## src/rtl/adc_ctrl_pkg.sv

```systemverilog
// constants, register map and types of the pipelined converter output control
// assumes a single 40 MHz pclk domain and APB access to the status registers
//
// How it works
// - sample clock phase is high when positive input exceeds negative, else low.
// - input is tracked while phase low and frozen at its rising transition.
// - each sample's result reaches the output word five sample cycles later.
// - first stage takes the held sample in high phase, passes residue at fall.
// - neighbouring stages load on opposite phase edges, odd and even alternate.
// - partial digits of all five stages travel aligned and merge into one word.
// - power-down low, output enable low: convert and drive the outputs.
// - power-down low, output enable high: keep converting, outputs high impedance.
// - power-down high, output enable low: nap, outputs high impedance.
// - both high: sleep, outputs high impedance.
// - mode level picks number format and stabilizer as the four-level table.
// - eleven-bit word, top bit carries the result's most significant bit.
// - range flag high whenever the input left the convertible range.
// - two's complement: zero reads all zeros, just below zero all ones.
package adc_ctrl_pkg;
   // ==========================================================
   // widths and pipeline shape
   localparam int WORD_W    = 11;
   localparam int ANA_W     = 12;
   localparam int STAGES    = 5;
   localparam int ALIGN_N   = 2;
   localparam int INT_W     = 3;
   // ==========================================================
   // register map
   localparam logic [7:0] ADDR_CTRL       = 8'h00;
   localparam logic [7:0] ADDR_INT_STATUS = 8'h04;
   localparam logic [7:0] ADDR_INT_CLEAR  = 8'h08;
   localparam logic [7:0] ADDR_INT_ENABLE = 8'h0c;
   localparam logic [7:0] ADDR_STATE      = 8'h10;
   localparam logic [7:0] ADDR_COUNT      = 8'h14;
   localparam int         CTRL_CONV_EN    = 0;
   localparam logic       CTRL_RST        = 1'h1;
   localparam logic [2:0] INT_EN_RST      = 3'h0;
   localparam int         EV_WORD         = 0;
   localparam int         EV_RANGE        = 1;
   localparam int         EV_POWER        = 2;
   localparam int         ST_FLAG         = 11;
   localparam int         ST_PWR          = 12;
   localparam int         ST_TWOS         = 14;
   localparam int         ST_STAB         = 15;
   // ==========================================================
   // codes
   localparam logic [1:0]        MODE_GND       = 2'h0;
   localparam logic [1:0]        MODE_THIRD     = 2'h1;
   localparam logic [1:0]        MODE_TWO_THIRD = 2'h2;
   localparam logic [1:0]        MODE_VDD       = 2'h3;
   localparam logic [10:0]       OFFSET_ZERO    = 11'h400;
   localparam logic [10:0]       CODE_MAX       = 11'h7ff;
   localparam logic [10:0]       CODE_MIN       = 11'h000;
   localparam logic signed [11:0] ANA_MAX       = 12'sh3ff;
   localparam logic signed [11:0] ANA_MIN       = 12'shc00;
   typedef enum logic [1:0] {
      PWR_RUN   = 2'b00,
      PWR_HIZ   = 2'b01,
      PWR_NAP   = 2'b10,
      PWR_SLEEP = 2'b11
   } power_state_t;
endpackage

```

## src/rtl/adc_output_ctrl.sv

```systemverilog
// output control of the pipelined converter: phase detect, hold, five stages,
// alignment, formatting, power modes and an APB status and interrupt block
// assumes pins are asynchronous to pclk and the sample clock is well below pclk/4
`timescale 1ns/1ps
`default_nettype none
module adc_output_ctrl (
   input  wire logic        pclk,
   input  wire logic        presetn,
   input  wire logic [7:0]  paddr,
   input  wire logic        psel,
   input  wire logic        penable,
   input  wire logic        pwrite,
   input  wire logic [31:0] pwdata,
   output logic      [31:0] prdata,
   output logic             pready,
   output logic             pslverr,
   input  wire logic        sample_clock_pos,
   input  wire logic        sample_clock_neg,
   input  wire logic [11:0] analog_in,
   input  wire logic        power_down_select,
   input  wire logic        output_enable_n,
   input  wire logic [1:0]  mode_level,
   output logic      [10:0] sample_word,
   output logic             range_exceeded_flag,
   output logic             data_valid_strobe,
   output logic             outputs_oe_n,
   output logic             stabilizer_on,
   output logic             irq
);
   localparam int STAGES  = adc_ctrl_pkg::STAGES;
   localparam int ALIGN_N = adc_ctrl_pkg::ALIGN_N;
   logic [1:0]                 clk_s;
   logic [15:0]                pin_s;
   logic signed [11:0]         ana_s;
   logic                       pd_s;
   logic                       oe_s;
   logic [1:0]                 mode_s;
   logic                       phase_w;
   logic                       phase_d_r;
   logic                       rise_w;
   logic                       fall_w;
   logic                       run_w;
   logic signed [11:0]         track_r;
   logic [10:0]                q_code;
   logic                       q_ovr;
   logic [10:0]                held_code_r;
   logic                       held_ovr_r;
   logic [10:0]                res_w [STAGES+1];
   logic [10:0]                acc_w [STAGES+1];
   logic                       flg_w [STAGES+1];
   logic [11:0]                align_r [ALIGN_N];
   logic                       twos_w;
   adc_ctrl_pkg::power_state_t pwr_r;
   adc_ctrl_pkg::power_state_t pwr_nxt;
   logic                       conv_en_r;
   logic [2:0]                 int_status_r;
   logic [2:0]                 int_en_r;
   logic [2:0]                 ev_w;
   logic [31:0]                count_r;
   logic [31:0]                rd_nxt;
   logic                       rd_err;
   logic                       wr_w;
   logic                       clr_w;

   // ==========================================================
   // pin synchronisers
   sync2 #(.W(2)) u_clk_sync (
      .clk   (pclk),
      .rst_n (presetn),
      .d     ({sample_clock_pos, sample_clock_neg}),
      .q     (clk_s)
   );
   sync2 #(.W(16)) u_pin_sync (
      .clk   (pclk),
      .rst_n (presetn),
      .d     ({analog_in, power_down_select, output_enable_n, mode_level}),
      .q     (pin_s)
   );
   assign ana_s  = pin_s[15:4];
   assign pd_s   = pin_s[3];
   assign oe_s   = pin_s[2];
   assign mode_s = pin_s[1:0];

   // ==========================================================
   // power state; nap and sleep stop the phase edges, so the pipeline freezes
   always_comb begin
      if (!pd_s && !oe_s) begin
         pwr_nxt = adc_ctrl_pkg::PWR_RUN;
      end else if (!pd_s) begin
         pwr_nxt = adc_ctrl_pkg::PWR_HIZ;
      end else if (!oe_s) begin
         pwr_nxt = adc_ctrl_pkg::PWR_NAP;
      end else begin
         pwr_nxt = adc_ctrl_pkg::PWR_SLEEP;
      end
   end
   always_ff @(posedge pclk or negedge presetn) begin
      if (!presetn) begin
         pwr_r <= adc_ctrl_pkg::PWR_SLEEP;
      end else begin
         pwr_r <= pwr_nxt;
      end
   end
   assign run_w = conv_en_r && !pwr_r[1];

   // ==========================================================
   // phase detect and edge enables
   assign phase_w = clk_s[1] && !clk_s[0];
   always_ff @(posedge pclk or negedge presetn) begin
      if (!presetn) begin
         phase_d_r <= 1'b0;
      end else if (run_w) begin
         // frozen while halted, so rise and fall always alternate in the stages
         phase_d_r <= phase_w;
      end
   end
   assign rise_w = run_w && phase_w && !phase_d_r;
   assign fall_w = run_w && !phase_w && phase_d_r;

   // ==========================================================
   // track and hold with range check
   always_ff @(posedge pclk or negedge presetn) begin
      if (!presetn) begin
         track_r <= '0;
      end else if (!phase_w) begin
         track_r <= ana_s;
      end
   end
   always_comb begin
      if (track_r > adc_ctrl_pkg::ANA_MAX) begin
         q_code = adc_ctrl_pkg::CODE_MAX;
         q_ovr  = 1'b1;
      end else if (track_r < adc_ctrl_pkg::ANA_MIN) begin
         q_code = adc_ctrl_pkg::CODE_MIN;
         q_ovr  = 1'b1;
      end else begin
         q_code = {~track_r[10], track_r[9:0]};
         q_ovr  = 1'b0;
      end
   end
   always_ff @(posedge pclk or negedge presetn) begin
      if (!presetn) begin
         held_code_r <= adc_ctrl_pkg::OFFSET_ZERO;
         held_ovr_r  <= 1'b0;
      end else if (rise_w) begin
         held_code_r <= q_code;
         held_ovr_r  <= q_ovr;
      end
   end

   // ==========================================================
   // five stages on alternating edges, then alignment to the output edge
   assign res_w[0] = held_code_r;
   assign acc_w[0] = '0;
   assign flg_w[0] = held_ovr_r;
   for (genvar k = 0; k < STAGES; k++) begin : g_stage
      conv_stage #(
         .W   (adc_ctrl_pkg::WORD_W),
         .DIG ((k == STAGES-1) ? 3 : 2),
         .POS ((k == STAGES-1) ? 0 : 9 - 2*k)
      ) u_stage (
         .clk      (pclk),
         .rst_n    (presetn),
         .load     ((k % 2 == 0) ? fall_w : rise_w),
         .res_in   (res_w[k]),
         .acc_in   (acc_w[k]),
         .flag_in  (flg_w[k]),
         .res_out  (res_w[k+1]),
         .acc_out  (acc_w[k+1]),
         .flag_out (flg_w[k+1])
      );
   end
   always_ff @(posedge pclk or negedge presetn) begin
      if (!presetn) begin
         align_r[0] <= {1'b0, adc_ctrl_pkg::OFFSET_ZERO};
         align_r[1] <= {1'b0, adc_ctrl_pkg::OFFSET_ZERO};
      end else if (rise_w) begin
         align_r[0] <= {flg_w[STAGES], acc_w[STAGES]};
         align_r[1] <= align_r[0];
      end
   end

   // ==========================================================
   // output word, flag and strobe share one update edge
   assign twos_w = mode_s[1];
   always_ff @(posedge pclk or negedge presetn) begin
      if (!presetn) begin
         sample_word         <= '0;
         range_exceeded_flag <= 1'b0;
         data_valid_strobe   <= 1'b0;
      end else if (rise_w) begin
         sample_word         <= {align_r[1][10] ^ twos_w, align_r[1][9:0]};
         range_exceeded_flag <= align_r[1][11];
         data_valid_strobe   <= 1'b1;
      end else if (fall_w || !run_w) begin
         data_valid_strobe   <= 1'b0; // falls mid-word, where the receiver latches
      end
   end
   always_ff @(posedge pclk or negedge presetn) begin
      if (!presetn) begin
         outputs_oe_n  <= 1'b1;
         stabilizer_on <= 1'b0;
      end else begin
         outputs_oe_n  <= (pwr_r != adc_ctrl_pkg::PWR_RUN);
         stabilizer_on <= (mode_s == adc_ctrl_pkg::MODE_THIRD) ||
                          (mode_s == adc_ctrl_pkg::MODE_TWO_THIRD);
      end
   end

   // ==========================================================
   // APB slave: zero wait states, pready in the first access cycle
   assign wr_w  = psel && penable && pready && pwrite;
   assign clr_w = wr_w && (paddr == adc_ctrl_pkg::ADDR_INT_CLEAR);
   always_comb begin
      rd_nxt = '0;
      rd_err = 1'b0;
      if (paddr == adc_ctrl_pkg::ADDR_CTRL) begin
         rd_nxt[adc_ctrl_pkg::CTRL_CONV_EN] = conv_en_r;
      end else if (paddr == adc_ctrl_pkg::ADDR_INT_STATUS) begin
         rd_nxt[2:0] = int_status_r;
      end else if (paddr == adc_ctrl_pkg::ADDR_INT_CLEAR) begin
         rd_nxt = '0;
      end else if (paddr == adc_ctrl_pkg::ADDR_INT_ENABLE) begin
         rd_nxt[2:0] = int_en_r;
      end else if (paddr == adc_ctrl_pkg::ADDR_STATE) begin
         rd_nxt[10:0] = sample_word;
         rd_nxt[adc_ctrl_pkg::ST_FLAG] = range_exceeded_flag;
         rd_nxt[adc_ctrl_pkg::ST_PWR +: 2] = pwr_r;
         rd_nxt[adc_ctrl_pkg::ST_TWOS] = twos_w;
         rd_nxt[adc_ctrl_pkg::ST_STAB] = stabilizer_on;
      end else if (paddr == adc_ctrl_pkg::ADDR_COUNT) begin
         rd_nxt = count_r;
      end else begin
         rd_err = 1'b1;
      end
   end
   always_ff @(posedge pclk or negedge presetn) begin
      if (!presetn) begin
         pready  <= 1'b0;
         prdata  <= '0;
         pslverr <= 1'b0;
      end else begin
         pready  <= psel && !penable;
         pslverr <= psel && !penable && rd_err;
         if (psel && !penable && !pwrite) begin
            prdata <= rd_nxt;
         end
      end
   end
   always_ff @(posedge pclk or negedge presetn) begin
      if (!presetn) begin
         conv_en_r <= adc_ctrl_pkg::CTRL_RST;
         int_en_r  <= adc_ctrl_pkg::INT_EN_RST;
      end else if (wr_w && paddr == adc_ctrl_pkg::ADDR_CTRL) begin
         conv_en_r <= pwdata[adc_ctrl_pkg::CTRL_CONV_EN];
      end else if (wr_w && paddr == adc_ctrl_pkg::ADDR_INT_ENABLE) begin
         int_en_r  <= pwdata[2:0];
      end
   end

   // ==========================================================
   // interrupts: a new event beats a clear in the same cycle
   assign ev_w = {pwr_nxt != pwr_r, rise_w && align_r[1][11], rise_w};
   always_ff @(posedge pclk or negedge presetn) begin
      if (!presetn) begin
         int_status_r <= '0;
         irq          <= 1'b0;
         count_r      <= '0;
      end else begin
         int_status_r <= (int_status_r & ~(clr_w ? pwdata[2:0] : 3'h0)) | ev_w;
         irq          <= |(int_status_r & int_en_r);
         if (rise_w) begin
            count_r <= count_r + 32'h1;
         end
      end
   end

   // ==========================================================
   // checks; shadow holds each held code until its five cycles are up
   logic [11:0] shd_r [STAGES];
   always_ff @(posedge pclk or negedge presetn) begin
      if (!presetn) begin
         for (int i = 0; i < STAGES; i++) begin
            shd_r[i] <= {1'b0, adc_ctrl_pkg::OFFSET_ZERO};
         end
      end else if (rise_w) begin
         shd_r[0] <= {q_ovr, q_code};
         for (int i = 1; i < STAGES; i++) begin
            shd_r[i] <= shd_r[i-1];
         end
      end
   end
endmodule
`default_nettype wire

```

## src/rtl/sync2.sv

```systemverilog
// two flip-flop synchroniser for pins from outside the pclk domain
// assumes each bit is a level; multi-bit groups must be quasi-static
`timescale 1ns/1ps
`default_nettype none
module sync2 #(
   parameter int W = 1
) (
   input  wire logic         clk,
   input  wire logic         rst_n,
   input  wire logic [W-1:0] d,
   output logic      [W-1:0] q
);
   logic [W-1:0] meta_r;

   // ==========================================================
   // first stage is read by the second only
   always_ff @(posedge clk or negedge rst_n) begin
      if (!rst_n) begin
         meta_r <= '0;
         q      <= '0;
      end else begin
         meta_r <= d;
         q      <= meta_r;
      end
   end
endmodule
`default_nettype wire

```

## src/rtl/conv_stage.sv

```systemverilog
// one conversion stage: resolves DIG digits of its residue and passes the rest
// assumes load is a one-cycle enable on the stage's own phase edge
`timescale 1ns/1ps
`default_nettype none
module conv_stage #(
   parameter int W   = 11,
   parameter int DIG = 2,
   parameter int POS = 9
) (
   input  wire logic         clk,
   input  wire logic         rst_n,
   input  wire logic         load,
   input  wire logic [W-1:0] res_in,
   input  wire logic [W-1:0] acc_in,
   input  wire logic         flag_in,
   output logic      [W-1:0] res_out,
   output logic      [W-1:0] acc_out,
   output logic              flag_out
);
   logic [W-1:0] digit_w;

   assign digit_w = W'(res_in[W-1 -: DIG]) << POS;

   // ==========================================================
   // digits ride with their sample so later stages stay aligned
   always_ff @(posedge clk or negedge rst_n) begin
      if (!rst_n) begin
         res_out  <= '0;
         acc_out  <= '0;
         flag_out <= 1'b0;
      end else if (load) begin
         res_out  <= res_in << DIG;
         acc_out  <= acc_in | digit_w;
         flag_out <= flag_in;
      end
   end
endmodule
`default_nettype wire

```

## config.mk

```make
export PLATFORM = sky130hd
export DESIGN_NAME = adc_output_ctrl
export DESIGN_NICKNAME = d
export VERILOG_FILES = /design/src/rtl/adc_ctrl_pkg.sv /design/src/rtl/adc_output_ctrl.sv /design/src/rtl/sync2.sv /design/src/rtl/conv_stage.sv
export SDC_FILE = /design/constraint.sdc
export NUM_CORES = 1
export LEC_CHECK = 0
export ABC_AREA = 0
export BUFFER_PORTS_ARGS = -buffer_cell sky130_fd_sc_hd__buf_2
export CAP_MARGIN = 10
export CORE_AREA = 2 2 118 165
export DETAILED_ROUTE_END_ITERATION = 7
export DIE_AREA = 0 0 120 167
export PLACE_DENSITY = 0.69
export SLEW_MARGIN = 30
export SYNTH_ARGS = -nofsm -noshare
export SYNTH_HDL_FRONTEND = slang
export SYNTH_SLANG_ARGS = --single-unit
```

## constraint.sdc

```tcl
create_clock -name pclk -period 3.6 [get_ports pclk]
set_input_delay 0.72 -clock pclk [delete_from_list [all_inputs] [get_ports pclk]]
set_output_delay 0.72 -clock pclk [all_outputs]
set_load 0.02 [all_outputs]
```

==> results.sh <==
export IMPL_insertion_delay_ns=0.51
export IMPL_grt_pass1_vias=5572
export IMPL_fin_skew_ns=0.0204
export IMPL_cts_tree="yes"
export IMPL_setup_violations_final=0
export IMPL_drc_errors=0
export IMPL_synthFlopType="dfrtp_1"
export IMPL_finalCritPeriodShare=0.690
export IMPL_antenna_cells=0
export IMPL_fin_hold_ws_ns=0.255
export IMPL_post_cts_buffers=0
export IMPL_leakage_nw=5.33
export IMPL_final_cells=1113
export IMPL_antenna_found_initial=0
export IMPL_syn_area_mm2=0.00910
export IMPL_reg2reg_setup_slack_ns=1.12
export IMPL_via_count=5721
export IMPL_grt_overflow=0
export IMPL_slew_viol_final=0
export IMPL_hpwlAfterDp_mm=10.9
export IMPL_htreeDepth=1
export IMPL_hold_viol_final=0
export IMPL_grt_pass1_wl_mm=28.1
export IMPL_die_area_mm2=0.0200
export IMPL_ys_warnings_count=0
export IMPL_slew_headroom=0.394
export IMPL_min_period_ns=2.48
export IMPL_async_flop_share=1.00
export IMPL_dr_pass1_iters=4
export IMPL_nets=917
export IMPL_io_pins=113
export IMPL_path_max_fanout=48
export IMPL_grt_total_usage=0.171
export IMPL_synthToLayoutAreaGrowth_pct=15.1
export IMPL_worstSetupPathType="reg -> reg"
export IMPL_worst_slew_pin_slew_ns=0.909
export IMPL_fin_area_mm2=0.0105
export IMPL_critPathCaptureType="register"
export IMPL_synth_top_area_frac=0.630
export IMPL_required_ns=3.96
export IMPL_worstHoldPathType="in -> async"
export IMPL_cp_cell_sequence="nand4bb_1 -> or2_2 -> buf_4 -> o21ai_0"
export IMPL_peakVddDrop_uv=406
export IMPL_rows=59
export IMPL_cp_num_buf_inv=1
export IMPL_cts_sinks=236
export IMPL_place_area_mm2=0.00972
export IMPL_powerDensity_mw_per_mm2=499
export IMPL_cp_arrival_ns=2.84
export IMPL_cts_hold_buf=0
export IMPL_core_mm2=0.0185
export IMPL_yosys_top_cells_count="nand2_1, dfrtp_1, mux2_2"
export IMPL_routed_via_density=5.14
export IMPL_crit_family="simple AND/OR/NAND/NOR gates"
export IMPL_synth_cell_types=47
export IMPL_p_total_mw=5.23
export IMPL_initialDrtViolationCount=462
export IMPL_syn_instance_count=776
export IMPL_clockRootBuffer="clkbuf_16"
export IMPL_wl_per_cell_um=14.8
export IMPL_crit_path_top_delay_cell="or2_2"
export IMPL_fmax_mhz=403
export IMPL_cpPeakStageDelay_ns=0.78
export IMPL_dp_cells=1072
export IMPL_final_util=0.565
export IMPL_cts_buffer_depth=3
export IMPL_yosysMostFrequentCell="nand2_1"
export IMPL_tns_ns=0
export IMPL_wirelength_mm=16.5
export IMPL_cp_start_kind="register"
export IMPL_drv_cap=0
export IMPL_dp_slack_ns=1.08
export IMPL_path_clk_slew_ns=0.06
export IMPL_ys_top_cells_by_area="dfrtp_1, nand2_1, mux2_2, xnor2_1, o21ai_0"
export IMPL_synth_seq_area_share=0.650
export IMPL_place_port_buffers=83
export IMPL_outcome="completed"
export IMPL_cts_buffers=23
export IMPL_syn_nets=840
export IMPL_cts_resized=0
export IMPL_synth_edf_count=0
export IMPL_place_gp_congestion=0.793
export IMPL_synth_largest_area_cell="dfrtp_1"
export IMPL_initial_core_util=0.491
export IMPL_die_w_um=120
export IMPL_ant_nets=0
export IMPL_layout_drive_gt1_share=0.245
export IMPL_ys_ff_latch=236
export IMPL_grt_max_degree=107
export IMPL_rsz0062_at_grt="false"
export IMPL_syn_avg_cell_area_um2=11.7
export IMPL_die_y_um=167
export IMPL_final_setup_worst_slack_ns=1.12
-- cells by family (layout without fill, tap and decap cells) --
kind of cell | after synthesis | after routing | share of synthesized area
AO/OA/AOI/OAI | 73 | 73 | 0.0534
XOR/XNOR | 36 | 36 | 0.0347
flip-flops | 236 | 236 | 0.650
buffers and inverters | 46 | 139 | 0.0263
adder cells (fa/ha/maj) | 1 | 1 | 0.00137
AND/OR/NAND/NOR | 316 | 316 | 0.152
multiplexers | 68 | 68 | 0.0821
-- cell type report --
| cell class | instances | area [µm²] |
|---|---|---|
| Multi-Input combinational cell | 494 | 2960 |
| Inverter | 4 | 15.0 |
| Fill cell | 1580 | 8060 |
| Timing Repair Buffer | 94 | 533 |
| Clock buffer | 34 | 657 |
| Sequential cell | 236 | 5910 |
| Tap cell | 244 | 305 |
| Clock inverter | 7 | 91.3 |
-- power breakdown --
part	switching (mW)	internal, mW
clock	0.948	1.41
combinational	0.102	0.0541
sequential	0.0265	2.69
-- flip-flops by register name, indices dropped and copies added (netlist names), 3 cells and up --
signal / count
count_r: 32
prdata: 32
g_stage.u_stage.acc_out: 31
align_r: 24
g_stage.u_stage.res_out: 24
u_pin_sync.meta_r: 16
u_pin_sync.q: 16
track_r: 12
held_code_r: 11
sample_word: 11
g_stage.u_stage.flag_out: 5
int_en_r: 3
int_status_r: 3
-- cells in the final DEF, fill, tap and decap left out, drive strengths merged, types with 8 or more instances in the layout --
cell type / instances
nand2: 240
mux2i: 15
xnor2: 32
buf: 94
nand4: 17
clkbuf: 34
mux2: 53
nor2: 8
o21ai: 42
dfrtp: 229
nand3: 21
a22o: 17
-- worst paths after layout --
path	startpoint	end	cells past startpoint
max in group asynchronous	presetn	pwr_r[0]	2
min	presetn	prdata[3]	1
max	pwr_r[1]	held_code_r[3]	4
max reg2reg	pwr_r[1]	held_code_r[3]	4
min in group pclk	analog_in[1]	u_pin_sync.meta_r[5]	1
min reg2reg	u_pin_sync.meta_r[12]	u_pin_sync.q[12]	0
-- per-layer routing --
layer | global-route usage | share of wire | vias up
li1 | - | - | 2740
met4 | 0.0629 | 0.033 | 0
met2 | 0.292 | 0.52 | 123
met1 | 0.219 | 0.41 | 2818
met5 | 0 | 0 | -
met3 | 0.0260 | 0.041 | 40
(Power assumes the default switching activity.)
